File: config.mk
export PLATFORM = sky130hd
export DESIGN_NAME = dscc_sweep
export DESIGN_NICKNAME = d
export VERILOG_FILES = /design/src/dscc_pkg.sv /design/src/dscc_sync.sv /design/src/dscc_sweep.sv
export VERILOG_INCLUDE_DIRS = /design/src
export SDC_FILE = /design/constraint.sdc
export NUM_CORES = 2
export LEC_CHECK = 0
export ABC_AREA = 1
export BUFFER_PORTS_ARGS = -buffer_cell sky130_fd_sc_hd__buf_4
export CORE_MARGIN = 3
export CORE_UTILIZATION = 39
export CTS_CLUSTER_DIAMETER = 120
export CTS_CLUSTER_SIZE = 40
export DETAILED_ROUTE_END_ITERATION = 8
export GPL_ROUTABILITY_DRIVEN = 1
export HOLD_SLACK_MARGIN = 0.05
export MAX_ROUTING_LAYER = met4
export PLACE_DENSITY = 0.6
export SYNTH_ARGS = -nofsm -noshare
export SYNTH_HDL_FRONTEND = slang
export SYNTH_SLANG_ARGS = --single-unit
File: constraint.sdc
create_clock -name mclk -period 20 [get_ports mclk]
set_input_delay 0 -clock mclk [delete_from_list [all_inputs] [get_ports mclk]]
set_output_delay 0 -clock mclk [all_outputs]
set_load 0.03 [all_outputs]
File: src/dscc_defines.svh
`ifndef DSCC_DEFINES_SVH
`define DSCC_DEFINES_SVH

// ==========================================================
// register byte addresses (first and last byte of each word)
`define DSCC_ADR_START_LO 6'h04
`define DSCC_ADR_START_HI 6'h09
`define DSCC_ADR_HIGH_LO  6'h0a
`define DSCC_ADR_HIGH_HI  6'h0f
`define DSCC_ADR_DELTA_LO 6'h10
`define DSCC_ADR_DELTA_HI 6'h15
`define DSCC_ADR_UPD_LO   6'h16
`define DSCC_ADR_UPD_HI   6'h19
`define DSCC_ADR_RATE_LO  6'h1a
`define DSCC_ADR_RATE_HI  6'h1c
`define DSCC_ADR_CTRL     6'h1f

// ==========================================================
// mode codes held in the control byte
`define DSCC_MODE_TONE  3'h0
`define DSCC_MODE_FSK   3'h1
`define DSCC_MODE_RAMP  3'h2
`define DSCC_MODE_CHIRP 3'h3

// ==========================================================
// reset values and timing counts
`define DSCC_CTRL_RST   8'h01
`define DSCC_PINS_IDLE  18'h0000c
`define DSCC_UPD_HIGH   4'h8
`define DSCC_READ_NONE  8'h00

`endif

File: src/dscc_pkg.sv
package dscc_pkg;

   // ==========================================================
   // control byte at the control address, msb first
   typedef struct packed {
      logic       both_accum_clear;  // hold both accumulators at zero
      logic       freq_accum_clear;  // one-shot clear of the sweep accumulator
      logic       triangle;          // automatic up/down sweep
      logic       spare;             // stored, no effect
      logic [2:0] mode;              // operating mode code
      logic       int_update;        // internal update timer selected
   } dscc_ctrl_t;

   // ==========================================================
   // host pins after synchronisation, one bundle
   typedef struct packed {
      logic [5:0] addr;              // register byte address
      logic [7:0] data;              // write data
      logic       wr_n;              // write strobe, low active
      logic       rd_n;              // read strobe, low active
      logic       key;               // keying / hold pin
      logic       upd;               // external update pin
   } dscc_pins_t;

   // ==========================================================
   // whole state of the sweep block
   typedef struct packed {
      logic        wr_q;             // previous write strobe level
      logic        upd_q;            // previous update pin level
      logic        key_q;            // previous keying pin level
      logic        tri_q;            // previous active triangle bit
      logic [47:0] b_start;          // buffered start tuning word
      logic [47:0] b_high;           // buffered second tuning word
      logic [47:0] b_delta;          // buffered delta step word
      logic [31:0] b_upd;            // update timer period
      logic [19:0] b_rate;           // buffered step interval count
      dscc_ctrl_t  b_ctrl;           // buffered control byte
      logic [47:0] a_start;          // active start tuning word
      logic [47:0] a_high;           // active second tuning word
      logic [47:0] a_delta;          // active delta step word
      logic [19:0] a_rate;           // active step interval count
      dscc_ctrl_t  a_ctrl;           // active control byte
      logic [47:0] freq_accumulator; // sweep offset
      logic [47:0] phase_accumulator;// phase of the synthesised tone
      logic [47:0] freq;             // frequency word fed to phase
      logic [19:0] rcnt;             // step interval down-counter
      logic        run;              // step counter running
      logic        dir_up;           // sweep heading upward
      logic [31:0] tcnt;             // update timer down-counter
      logic        half;             // half-rate enable for the timer
      logic [3:0]  uhi;              // update pin high time left
      logic        upd_out;          // update pin level driven out
      logic [7:0]  rdata;            // read data byte
      logic        rd_act;           // read strobe seen
      logic        pulse;            // step pulse this cycle
   } dscc_state_t;

endpackage

File: src/dscc_sync.sv
`timescale 1ns/1ps

// ==========================================================
// two-stage synchroniser for a bundle of pins
module dscc_sync #(
   parameter int         W   = 1,
   parameter logic [W-1:0] RST = '0
) (
   input  wire logic         mclk,
   input  wire logic         rst,
   input  wire logic [W-1:0] d,
   output logic [W-1:0]      q
);

   // both stages in one state word; stage one feeds only stage two
   typedef struct packed {
      logic [W-1:0] s1;   // first stage, metastable
      logic [W-1:0] s2;   // second stage, safe to read
   } dscc_sync_t;

   dscc_sync_t s_r;       // registered stages
   dscc_sync_t s_nxt;     // next stages

   // shift the pins through
   always_comb
   begin
      s_nxt    = s_r;
      s_nxt.s1 = d;
      s_nxt.s2 = s_r.s1;
   end

   // idle pin levels at reset so no false strobe edge follows release
   always_ff @(posedge mclk or posedge rst)
   begin
      if (rst)
      begin
         s_r.s1 <= RST;
         s_r.s2 <= RST;
      end
      else
      begin
         s_r <= s_nxt;
      end
   end

   assign q = s_r.s2;

endmodule

File: src/dscc_sweep.sv
// What this block does
// - mode 010 ramps between two tuning words
// - step counter gives N+1 clock period
// - triangle bit sweeps continuously, ignores pin changes
// - buffers reach core only on update edge
// - triangle start frequency follows pin level
// - new step and rate apply mid-ramp
// - ramp bounded by words, chirp unbounded
// - frequency clear bit fires one-clock clear
// - held clear bit refires each update
// - clearing keeps the delta step word
// - combined clear holds both accumulators zero
// - registers writable during combined clear
// - mode 011 is chirp from start word
// - step word msb sets chirp direction
// - chirp free between dc and half clock
// - hold pin freezes chirp step counter
// - held counter finishes old count first
// - update timer runs at half the system clock
// - chirp sweeps forever without destination
`timescale 1ns/1ps
`include "dscc_defines.svh"

module dscc_sweep (
   input  wire logic         mclk,
   input  wire logic         rst,
   input  wire logic [5:0]   bus_addr,
   input  wire logic [7:0]   bus_data_i,
   output logic [7:0]        bus_data_o,
   output logic              bus_data_oe_n,
   input  wire logic         bus_wr_n,
   input  wire logic         bus_rd_n,
   input  wire logic         key_hold,
   input  wire logic         upd_i,
   output logic              upd_o,
   output logic              upd_oe_n,
   output logic [47:0]       freq_word_o,
   output logic [47:0]       phase_o,
   output logic              ramp_pulse_o
);

   // ==========================================================
   // declarations
   dscc_pkg::dscc_state_t s;          // registered state
   dscc_pkg::dscc_state_t n;          // next state
   dscc_pkg::dscc_pins_t  pins_raw;   // pins before the synchroniser
   dscc_pkg::dscc_pins_t  pins;       // pins after the synchroniser
   logic                  wr_rise;    // end of a write strobe
   logic                  tz;         // update timer reached zero
   logic                  upd_evt;    // update event, one cycle
   logic                  hold;       // chirp frozen by the pin
   logic                  clr_pulse;  // one-shot accumulator clear
   logic                  tri_rise;   // triangle bit just went high
   logic                  pin_chg;    // keying pin changed level
   logic                  rpulse;     // step pulse
   logic [47:0]           span;       // distance between tuning words
   logic [48:0]           sum49;      // accumulator plus step, with carry
   logic [47:0]           tri_start;  // accumulator value at triangle start
   logic [47:0]           sum_word;   // start word plus accumulator
   logic [47:0]           tmp48;      // scratch for narrow registers
   logic [2:0]            mode;       // active mode code

   // ==========================================================
   // byte helpers; the lowest address holds the most significant byte
   function automatic logic in_rng(input logic [5:0] a, input logic [5:0] lo, input logic [5:0] hi);
      in_rng = (a >= lo) && (a <= hi);
   endfunction

   function automatic logic [47:0] put_byte(input logic [47:0] w, input logic [5:0] hi,
                                            input logic [5:0] a, input logic [7:0] d);
      logic [2:0] pos;
      pos = 3'(hi - a);
      put_byte = w;
      put_byte[{pos, 3'b000} +: 8] = d;
   endfunction

   function automatic logic [7:0] get_byte(input logic [47:0] w, input logic [5:0] hi, input logic [5:0] a);
      logic [2:0] pos;
      pos = 3'(hi - a);
      get_byte = w[{pos, 3'b000} +: 8];
   endfunction

   // read mux over the buffer side; unmapped bytes read as zero
   function automatic logic [7:0] read_byte(input dscc_pkg::dscc_state_t st, input logic [5:0] a);
      read_byte = `DSCC_READ_NONE;
      if (in_rng(a, `DSCC_ADR_START_LO, `DSCC_ADR_START_HI))
         read_byte = get_byte(st.b_start, `DSCC_ADR_START_HI, a);
      else if (in_rng(a, `DSCC_ADR_HIGH_LO, `DSCC_ADR_HIGH_HI))
         read_byte = get_byte(st.b_high, `DSCC_ADR_HIGH_HI, a);
      else if (in_rng(a, `DSCC_ADR_DELTA_LO, `DSCC_ADR_DELTA_HI))
         read_byte = get_byte(st.b_delta, `DSCC_ADR_DELTA_HI, a);
      else if (in_rng(a, `DSCC_ADR_UPD_LO, `DSCC_ADR_UPD_HI))
         read_byte = get_byte({16'h0000, st.b_upd}, `DSCC_ADR_UPD_HI, a);
      else if (in_rng(a, `DSCC_ADR_RATE_LO, `DSCC_ADR_RATE_HI))
         read_byte = get_byte({28'h0000000, st.b_rate}, `DSCC_ADR_RATE_HI, a);
      else if (a == `DSCC_ADR_CTRL)
         read_byte = st.b_ctrl;
   endfunction

   // ==========================================================
   // pin synchroniser; the host pins are asynchronous to mclk
   assign pins_raw = '{addr: bus_addr, data: bus_data_i, wr_n: bus_wr_n,
                       rd_n: bus_rd_n, key: key_hold, upd: upd_i};

   dscc_sync #(
      .W   ($bits(dscc_pkg::dscc_pins_t)),
      .RST (`DSCC_PINS_IDLE)
   ) u_sync (
      .mclk (mclk),
      .rst  (rst),
      .d    (pins_raw),
      .q    (pins)
   );

   // ==========================================================
   // next-state logic
   always_comb
   begin
      n     = s;
      tmp48 = '0;
      mode  = s.a_ctrl.mode;

      // register port: a write lands when the strobe rises again
      wr_rise  = pins.wr_n & ~s.wr_q;
      n.wr_q   = pins.wr_n;
      if (wr_rise)
      begin
         // writes go to buffers only, also during a combined clear
         if (in_rng(pins.addr, `DSCC_ADR_START_LO, `DSCC_ADR_START_HI))
            n.b_start = put_byte(s.b_start, `DSCC_ADR_START_HI, pins.addr, pins.data);
         else if (in_rng(pins.addr, `DSCC_ADR_HIGH_LO, `DSCC_ADR_HIGH_HI))
            n.b_high = put_byte(s.b_high, `DSCC_ADR_HIGH_HI, pins.addr, pins.data);
         else if (in_rng(pins.addr, `DSCC_ADR_DELTA_LO, `DSCC_ADR_DELTA_HI))
            n.b_delta = put_byte(s.b_delta, `DSCC_ADR_DELTA_HI, pins.addr, pins.data);
         else if (in_rng(pins.addr, `DSCC_ADR_UPD_LO, `DSCC_ADR_UPD_HI))
         begin
            tmp48   = put_byte({16'h0000, s.b_upd}, `DSCC_ADR_UPD_HI, pins.addr, pins.data);
            n.b_upd = tmp48[31:0];
         end
         else if (in_rng(pins.addr, `DSCC_ADR_RATE_LO, `DSCC_ADR_RATE_HI))
         begin
            tmp48    = put_byte({28'h0000000, s.b_rate}, `DSCC_ADR_RATE_HI, pins.addr, pins.data);
            n.b_rate = tmp48[19:0];
         end
         else if (pins.addr == `DSCC_ADR_CTRL)
            n.b_ctrl = pins.data;
      end
      n.rd_act = ~pins.rd_n;
      n.rdata  = read_byte(s, pins.addr);

      // update timer: counts at half rate; period read from the buffer
      // so the timer can start before any update has happened
      n.half = ~s.half;
      tz     = s.a_ctrl.int_update & s.half & (s.tcnt == 32'h00000000);
      if (s.a_ctrl.int_update & s.half)
         n.tcnt = tz ? s.b_upd : s.tcnt - 32'h00000001;
      upd_evt = s.a_ctrl.int_update ? tz : (pins.upd & ~s.upd_q);
      n.upd_q = pins.upd;
      // fixed high time on the update pin after each internal event
      if (tz)
         n.uhi = `DSCC_UPD_HIGH;
      else if (s.uhi != 4'h0)
         n.uhi = s.uhi - 4'h1;
      n.upd_out = (n.uhi != 4'h0);

      // sweep helpers
      hold      = (mode == `DSCC_MODE_CHIRP) & pins.key;
      clr_pulse = upd_evt & s.b_ctrl.freq_accum_clear;
      span      = s.a_high - s.a_start;
      tri_rise  = (mode == `DSCC_MODE_RAMP) & s.a_ctrl.triangle & ~s.tri_q;
      tri_start = pins.key ? span : 48'h000000000000;
      n.tri_q   = s.a_ctrl.triangle;
      pin_chg   = pins.key ^ s.key_q;
      n.key_q   = pins.key;
      rpulse    = s.run & ~hold & (s.rcnt == 20'h00000);
      n.pulse   = rpulse;
      sum49     = {1'b0, s.freq_accumulator} + {1'b0, s.a_delta};
      sum_word  = s.a_start + s.freq_accumulator;

      // step counter; held at its count while the chirp is frozen
      if (s.run & ~hold)
         n.rcnt = rpulse ? s.a_rate : s.rcnt - 20'h00001;

      unique case (mode)
         `DSCC_MODE_RAMP:
         begin
            if (tri_rise)
            begin
               // start at the low word with the pin low, else at the high
               n.dir_up           = ~pins.key;
               n.freq_accumulator = tri_start;
               n.run              = 1'b1;
            end
            else
            begin
               if (rpulse)
               begin
                  if (s.dir_up)
                  begin
                     // clamp at the high word; a step never overshoots
                     if (sum49 >= {1'b0, span})
                     begin
                        n.freq_accumulator = span;
                        if (s.a_ctrl.triangle)
                           n.dir_up = 1'b0;
                        else
                           n.run = 1'b0;
                     end
                     else
                        n.freq_accumulator = sum49[47:0];
                  end
                  else
                  begin
                     // clamp at the low word
                     if (s.freq_accumulator <= s.a_delta)
                     begin
                        n.freq_accumulator = 48'h000000000000;
                        if (s.a_ctrl.triangle)
                           n.dir_up = 1'b1;
                        else
                           n.run = 1'b0;
                     end
                     else
                        n.freq_accumulator = s.freq_accumulator - s.a_delta;
                  end
               end
               // a pin change restarts or reverses the ramp, unless triangle
               if (~s.a_ctrl.triangle & pin_chg)
               begin
                  n.dir_up = pins.key;
                  n.run    = 1'b1;
               end
            end
         end
         `DSCC_MODE_CHIRP:
         begin
            // no destination: add the signed step and let it wrap
            n.run = 1'b1;
            if (rpulse)
               n.freq_accumulator = s.freq_accumulator + s.a_delta;
         end
         default:
         begin
            n.run = 1'b0;
         end
      endcase

      // one-shot clear back to the start point; step word is left alone
      if (clr_pulse)
      begin
         n.freq_accumulator = ((mode == `DSCC_MODE_RAMP) & ~s.dir_up) ? span : 48'h000000000000;
         if (mode == `DSCC_MODE_RAMP)
            n.run = 1'b1;
      end

      // buffers move into the core; rates apply at once unless frozen
      if (upd_evt)
      begin
         n.a_start = s.b_start;
         n.a_high  = s.b_high;
         n.a_delta = s.b_delta;
         n.a_rate  = s.b_rate;
         n.a_ctrl  = s.b_ctrl;
         if (~hold)
            n.rcnt = s.b_rate;
      end

      // combined clear wins over everything; output sits at 0 Hz
      if (s.a_ctrl.both_accum_clear)
      begin
         n.freq_accumulator  = 48'h000000000000;
         n.phase_accumulator = 48'h000000000000;
      end
      else
         n.phase_accumulator = s.phase_accumulator + s.freq;

      // frequency word fed to the phase accumulator
      if (s.a_ctrl.both_accum_clear)
         n.freq = 48'h000000000000;
      else if (mode == `DSCC_MODE_FSK)
         n.freq = pins.key ? s.a_high : s.a_start;
      else if ((mode == `DSCC_MODE_RAMP) || (mode == `DSCC_MODE_CHIRP))
         n.freq = sum_word;
      else
         n.freq = s.a_start;
   end

   // ==========================================================
   // state register; control defaults to internal update
   always_ff @(posedge mclk or posedge rst)
   begin
      if (rst)
      begin
         s        <= '0;
         s.wr_q   <= 1'b1;
         s.b_ctrl <= `DSCC_CTRL_RST;
         s.a_ctrl <= `DSCC_CTRL_RST;
      end
      else
      begin
         s <= n;
      end
   end

   // ==========================================================
   // outputs; the data bus is driven only while a read is seen
   assign bus_data_o    = s.rdata;
   assign bus_data_oe_n = ~s.rd_act;
   assign upd_o         = s.upd_out;
   assign upd_oe_n      = ~s.a_ctrl.int_update;
   assign freq_word_o   = s.freq;
   assign phase_o       = s.phase_accumulator;
   assign ramp_pulse_o  = s.pulse;

   // ==========================================================
   // assertions
   AST_FREQ_SUM: assert property (@(posedge mclk) disable iff (rst)
      (((mode == `DSCC_MODE_RAMP) || (mode == `DSCC_MODE_CHIRP)) && !s.a_ctrl.both_accum_clear)
      |=> (s.freq == $past(sum_word)))
      else $error("frequency word is not start word plus accumulator");

   AST_STEP_RELOAD: assert property (@(posedge mclk) disable iff (rst)
      (rpulse && !upd_evt) |=> (s.rcnt == $past(s.a_rate)) && s.pulse)
      else $error("step counter did not reload after its pulse");

   AST_UPD_RATE: assert property (@(posedge mclk) disable iff (rst)
      (upd_evt && !hold) |=> (s.rcnt == $past(s.b_rate)) && (s.a_delta == $past(s.b_delta)))
      else $error("new step or rate not applied at update");

   AST_BOTH_CLEAR: assert property (@(posedge mclk) disable iff (rst)
      s.a_ctrl.both_accum_clear |=> (s.freq_accumulator == '0) && (s.phase_accumulator == '0) && (s.freq == '0))
      else $error("combined clear did not hold accumulators at zero");

   AST_TRI_START: assert property (@(posedge mclk) disable iff (rst)
      (tri_rise && !clr_pulse && !s.a_ctrl.both_accum_clear)
      |=> (s.freq_accumulator == $past(tri_start)) && (s.dir_up == !$past(pins.key)))
      else $error("triangle sweep started at the wrong word");

   AST_HOLD_FREEZE: assert property (@(posedge mclk) disable iff (rst)
      (hold && !clr_pulse && !s.a_ctrl.both_accum_clear)
      |=> $stable(s.freq_accumulator) && $stable(s.rcnt))
      else $error("chirp moved while hold was high");

   AST_CLR_ONESHOT: assert property (@(posedge mclk) disable iff (rst)
      (clr_pulse && (mode == `DSCC_MODE_CHIRP) && !s.a_ctrl.both_accum_clear)
      |=> (s.freq_accumulator == '0) && (s.a_delta == $past(s.b_delta)))
      else $error("frequency clear one-shot missing or step word lost");

   AST_CHIRP_STEP: assert property (@(posedge mclk) disable iff (rst)
      (rpulse && (mode == `DSCC_MODE_CHIRP) && !clr_pulse && !s.a_ctrl.both_accum_clear)
      |=> (s.freq_accumulator == $past(sum49[47:0])))
      else $error("chirp step not added in the signed direction");

   AST_RAMP_STOP: assert property (@(posedge mclk) disable iff (rst)
      (rpulse && (mode == `DSCC_MODE_RAMP) && s.dir_up && !s.a_ctrl.triangle && (sum49 >= {1'b0, span})
       && !pin_chg && !clr_pulse && !tri_rise && !s.a_ctrl.both_accum_clear)
      |=> !s.run && (s.freq_accumulator == $past(span)))
      else $error("ramp did not stop at the high word");

   AST_UPD_HIGH: assert property (@(posedge mclk) disable iff (rst)
      tz |=> s.upd_out [*8])
      else $error("update pin high time too short");

endmodule

==> Word-level counts from Yosys, hierarchy flattened <==
Index checks and enable logic that the tools add are counted.
{ "totals": {"out_inout_bits": 108, "regBits": 628, "inputBits": 20} }
{ "classes": {"add_sub_neg": 19, "eq_ne": 6, "n_mux": 47, "shifts": 15, "reduce_logical": 20, "magnitude_cmp": 12, "n_bitwise": 29} }
{ "ops": {"columns": ["cell", "count"], "rows": [
  ["two-way mux 48 bit", 15],
  ["bitwise mux 48 bit", 5],
  ["variable shift 8 x 8 -> 48 bit, first input constant", 5],
  ["variable part select 48 x 7 -> 8 bit", 5],
  ["variable part select 8 x 8 -> 48 bit", 5],
  ["adder 48 bit", 3],
  ["case mux 48 bit (2 select lines)", 1],
  ["subtractor 48 bit", 2],
  ["two-way mux 20 bit", 4],
  ["adder 48 x 48 -> 49 bit", 1],
  [">= comparator 49 x 48 -> 1 bit", 1],
  ["<= comparator 48 bit", 1],
  ["two-way mux 8 bit", 6],
  ["negator 6 -> 8 bit", 5],
  ["zero test 32 bit", 1],
  ["two-way mux 32 bit", 1],
  ["subtractor 32 x 1 -> 32 bit, second input constant", 1],
  ["zero test 20 bit", 1],
  ["subtractor 20 x 1 -> 20 bit, second input constant", 1],
  [">= comparator 6 x 5 -> 1 bit, second input constant", 3],
  ["<= comparator 6 x 5 -> 1 bit, second input constant", 3],
  ["NOT 1 bit", 16],
  ["AND 1 bit", 12],
  ["<= comparator 6 x 4 -> 1 bit, second input constant", 2],
  ["other kinds (25)", 48]
]} }

==> Logic depth before layout (Yosys ltp) <==
{ "depth": {"depth_word": 11, "mapped_depth": 38} }

==> Cells and area by module <==
Synthesis repeated with hierarchy kept, for this count alone.
{ "unflattened": {"cells_unflattened": 7036, "area_unflattened_um2": 48190.0} }
{ "by_module_without_submodules": {"columns": ["module", "area_each_um2", "instances", "cells_per_inst"], "rows": [
  ["dscc_sweep", 47280.3, 1, 6999],
  ["dscc_sync", 909.6, 1, 37]
]} }

==> Worst setup path after synthesis <==
No wires, ideal clock.
{ "synth_timing": {"path_kind": "flip-flop to flip-flop", "startpoint": "reg s[167] in the netlist's numbering", "endpoint": "reg s[213] in the netlist's numbering", "stages_incl_launch_ff": 36, "arrival_ns": 3.977, "synth_period_minus_slack_ns": 4.093, "setup_ns": 0.116, "path_slack_ns": 15.907, "n_path_buf": 1, "path_cell_list": "dfrtp_1 -> inv_1 -> fa_1 -> nor2_1 -> o21ai_2 -> nand2_2 -> nand2_1 -> nand2_2 -> nand2_1 -> nand2_2 -> a21oi_1 -> o21ai_0 -> nand2_1 -> nand2_1 -> xor2_1 -> inv_1 -> ha_1 -> nand2_1 -> inv_1 -> o21ai_0 -> nand2_1 -> a41oi_1 -> nand2_1 -> nand2_1 -> nand2_1 -> nand2_2 -> nand2_4 -> nand2_2 -> inv_2 -> buf_6 -> nand3_1 -> nand3_1 -> nand2_1 -> nand2_1 -> nand2_1 -> nand2_1"} }
{ "synth_between": {"elab_chain_len": 9} }
{ "synth_rtl": {"columns": ["element", "line", "rtl"], "rows": [
  ["start: declaration", "dscc_sweep.sv:44", "dscc_pkg::dscc_state_t s;"],
  ["start signal: assignment", "dscc_sweep.sv:301", "s <= n;"],
  ["adder 48 x 48 -> 49 bit", "dscc_sweep.sv:177", "sum49 = {1'b0, s.freq_accumulator} + {1'b0, s.a_delta};"],
  [">= comparator 49 x 48 -> 1 bit", "dscc_sweep.sv:201", "if (sum49 >= {1'b0, span})"],
  ["two-way mux 48 bit", "dscc_sweep.sv:201", null],
  ["two-way mux 48 bit", "dscc_sweep.sv:198", "if (s.dir_up)"],
  ["two-way mux 48 bit", "dscc_sweep.sv:196", "if (rpulse)"],
  ["two-way mux 48 bit", "dscc_sweep.sv:187", "if (tri_rise)"],
  ["case mux 48 bit (2 select lines) *", "dscc_sweep.sv:184", "unique case (mode)"],
  ["two-way mux 48 bit *", "dscc_sweep.sv:249", "if (clr_pulse)"],
  ["two-way mux 48 bit *", "dscc_sweep.sv:269", "if (s.a_ctrl.both_accum_clear)"]
]} }
Mark *: on every way between the ends. The rest lies on a longest branch, timed or not. The select of a mux whose other input is x is not followed.
A chain may end at the register's enable or synchronous reset.

==> Worst setup path after layout <==
{ "layout_timing": {"startpoint": "reg s[338] in the netlist's numbering", "endpoint": "reg s[205] in the netlist's numbering"} }
{ "layout_between": {"elab_chain_len": 9} }
{ "layout_rtl": {"columns": ["element", "line", "rtl"], "rows": [
  ["subtractor 48 bit *", "dscc_sweep.sv:169", "span = s.a_high - s.a_start;"],
  [">= comparator 49 x 48 -> 1 bit", "dscc_sweep.sv:201", null],
  ["two-way mux 48 bit", "dscc_sweep.sv:201", null],
  ["two-way mux 48 bit", "dscc_sweep.sv:198", null],
  ["two-way mux 48 bit", "dscc_sweep.sv:196", null],
  ["two-way mux 48 bit", "dscc_sweep.sv:187", null],
  ["case mux 48 bit (2 select lines)", "dscc_sweep.sv:184", null],
  ["two-way mux 48 bit *", "dscc_sweep.sv:249", null],
  ["two-way mux 48 bit *", "dscc_sweep.sv:269", null]
]} }
Marked as above.

==> key figures <==
STA
  – Fin crit share: between 30% and 40%
  – Unrepaired setup endpoints after global routing: false
  – Total negative slack: 0 ps
  – Layout Skew: 86.5 ps
  – Hold Violations, Final: 0
  – Max frequency: about 160 MHz
  – Worst Tran Pin Value: around 1200 ps
  – Final Max Tran Viols: 0
  – Final setup violation count: 0
  – Max_slew headroom: 21.6%
  – Crit path time final: 6120 ps

CTS
  – CTS sink count: ~630
  – H-tree levels: 1
  – Clock Tree Root: clkbuf_16
  – Deepest clock path buffer count: 3
  – Worst-path clk slew: between 100 and 150 ps
  – Worst-Skew Late Latency: 720 ps
  – CTS buffer count: 27
  – CTS tree: done

Final layout
  – Share of cells above drive strength 1: 5.25%
  – Fillers: 13.2k
  – Nets: 7392
  – Most common cell after layout, fill and taps aside: nand2_1
  – Core Util, Final: approximately two fifths
  – Multi-input logic area: 27500 µm²
  – Area Overhead vs Synth: 6.10%
  – Reg area: around 16000 µm²
  – Most frequent cells in the layout: 1765 x nand2_1, 893 x o21ai_0, 859 x inv_1

Die
  – Die ar.: around 130000 µm²
  – Initial core utilization: 39.5%
  – Row count: about 130
  – Chip Height: 359 µm
  – I/O Pins: around 130
  – Die X: between 300 and 400 µm
  – Core footprint: 123000 µm²

Synth
  – #FFs+latches synth: 628
  – Synth unique cells: 71
  – Top cell type's share of synthesized area: roughly 32%
  – Cell accounting for the most synthesized area: dfrtp_1
  – Total of warnings raised by yosys: 0
  – Synthesized cell area: 48500 µm²
  – Syn_nets: 7497
  – FFs w/ async S/R, synth: between 90% and 100%
  – Syn avg cell area: 6.76 µm²
  – Gate Count Post-Synth: 7169
  – Area contributors post-synth: dfrtp_1 32%, nand2_1 14%, o21ai_0 9.2%
  – Main synth FF type: dfrtp_1
  – Seq/Total Area, Yosys: between 30 and 40%
  – Count of flip-flops with a built-in enable after synthesis: 0

Place
  – Port Buffers: 127
  – Routability cong.: 1.08
  – Final HPWL from detailed placement: 166000 µm

Routing
  – DR vias/cell: 5.64
  – DR vias: 49.2k
  – Drt pass-1 iters: 6
  – Post-route ant nets: 0
  – Final WL: 208000 µm
  – DR DRC count: 0
  – Initial DRC count: 5929
  – Routed len/inst: ~24 µm

Worst setup path
  – Critical Path RT: 20550 ps
  – CP Launch Type: flop
  – CP Max Fanout: 37
  – CP Capture Type: flop
  – Critical Setup Path Class: flop to flop
  – Crit path DAT: 6670 ps

Pwr
  – Final Power: 6.67 mW
  – Peak ir drop on the vdd network: 0.0853 mV
  – Leakage Power: 25.6 nW
  – Power density over the cells: 130 nW/µm²

Min path
  – Hold Path Class: flop to flop

GRT
  – Initial antenna violation count: 17
  – Vias in the first global route: 46.2k
  – Grt ovf: 0
  – GRT Util Overall: between 30% and 40%
  – Global-route wire length before repair: 304000 µm
  – Pin count of the biggest net entering global routing: 162

Flow run
  – Max-capacitance violation count: 0

Run status
  – Status: finished clean
-- registers in the layout, indices dropped and copies added, names as in the netlist --
register / flops
u_sync.s_nxt: 18
bus_data_o: 8
u_sync.q: 18
upd_o: 1
mode: 3
phase_o: 48
n: 1
freq_word_o: 48
ramp_pulse_o: 1
s: 482
-- layout make-up --
class	instances	area share (%)
Multi-Input combinational cell	5272	53.4
Sequential cell	628	30.6
Antenna cell	7	0.0340
Clock inverter	15	0.554
Tap cell	1625	3.95
Inverter	921	6.75
Clock buffer	35	1.41
Timing Repair Buffer	214	3.33
-- kinds of logic after synthesis --
group / count (synthesis) / synth area share (%)
AO/OA/AOI/OAI: 1807 / 20.2
XOR/XNOR: 168 / 3.03
adder cells (fa/ha/maj): 308 / 8.02
buffers and inverters: 1269 / 11.0
flip-flops: 628 / 32.4
multiplexers: 6 / 0.132
AND/OR/NAND/NOR: 2983 / 25.2
-- Yosys cell counts, drive strengths merged (11+ instances only) --
library cell  number
dfrtp            621
nand3            294
o31ai             11
ha               303
nand4             61
a31oi             59
nand2           1778
clkbuf           177
inv              920
o22ai             29
a21o              25
or2               19
xor2             147
a211oi            26
o21ai            934
nor2             712
o221ai            16
a21oi            566
nor3              78
buf              171
xnor2             21
o21bai            36
o211ai            37
o21a              27
nor4              35
-- repair_timing --
item | CTS | global route
gates resized for setup | 0 | 0
hold buffers | 38 | 0
buffers inserted | 0 | 0
endpoints found under the hold margin | 132 | 0
-- power breakdown --
group / switching (mW) / internal [mW]
combinational: 2.97 / 1.21
sequential: 0.246 / 1.44
clock: 0.510 / 0.300
-- per-layer routing --
layer  track usage [%]  routed length, µm
met1              43.6              90300
met2              49.0              90100
met3              5.33              17000
met4              12.7              10100
met5                 -                  0
-- stage by stage --
step	std cells	hold slack (ps)	instance area, µm²	setup slack, ps
after floorplan	7169	4.48	48500	2420
after global placement	8622	110	50000	14250
after detailed placement	8622	110	50000	14100
after CTS	8710	359	51400	14070
after global routing	8716	370	51400	13410
final	8717	362	51500	13880
-- final timing paths --
path,start,slack [ps],end,depth (start not counted)
max,s[338],13880,s[205],26
min,u_sync.s_nxt[1],360,u_sync.q[1],0
max reg2reg,s[338],13880,s[205],26
min reg2reg,u_sync.s_nxt[1],360,u_sync.q[1],0
max in group asynchronous,rst,15590,u_sync.q[1],8
min in group asynchronous,rst,600,s[472],4
-- worst max-delay path, stage by stage, from the launching register on --
cell	delay [ps]
dfrtp_1	420
ha_1	230
fa_1	410
inv_1	140
nand3_1	90
nand2_1	200
a21oi_1	210
o21ai_0	680
nand3_1	200
nand3_1	210
xor2_1	470
inv_1	100
ha_1	310
a21oi_1	130
nor3_1	60
a211oi_1	320
nand2_1	120
nand2_2	160
nand2_4	280
nor2_8	560
inv_2	200
o21ai_1	180
nand2_1	60
nand2_1	60
nand2_1	50
nand2_1	50
nand2_1	40
(Power assumes the default switching activity.)
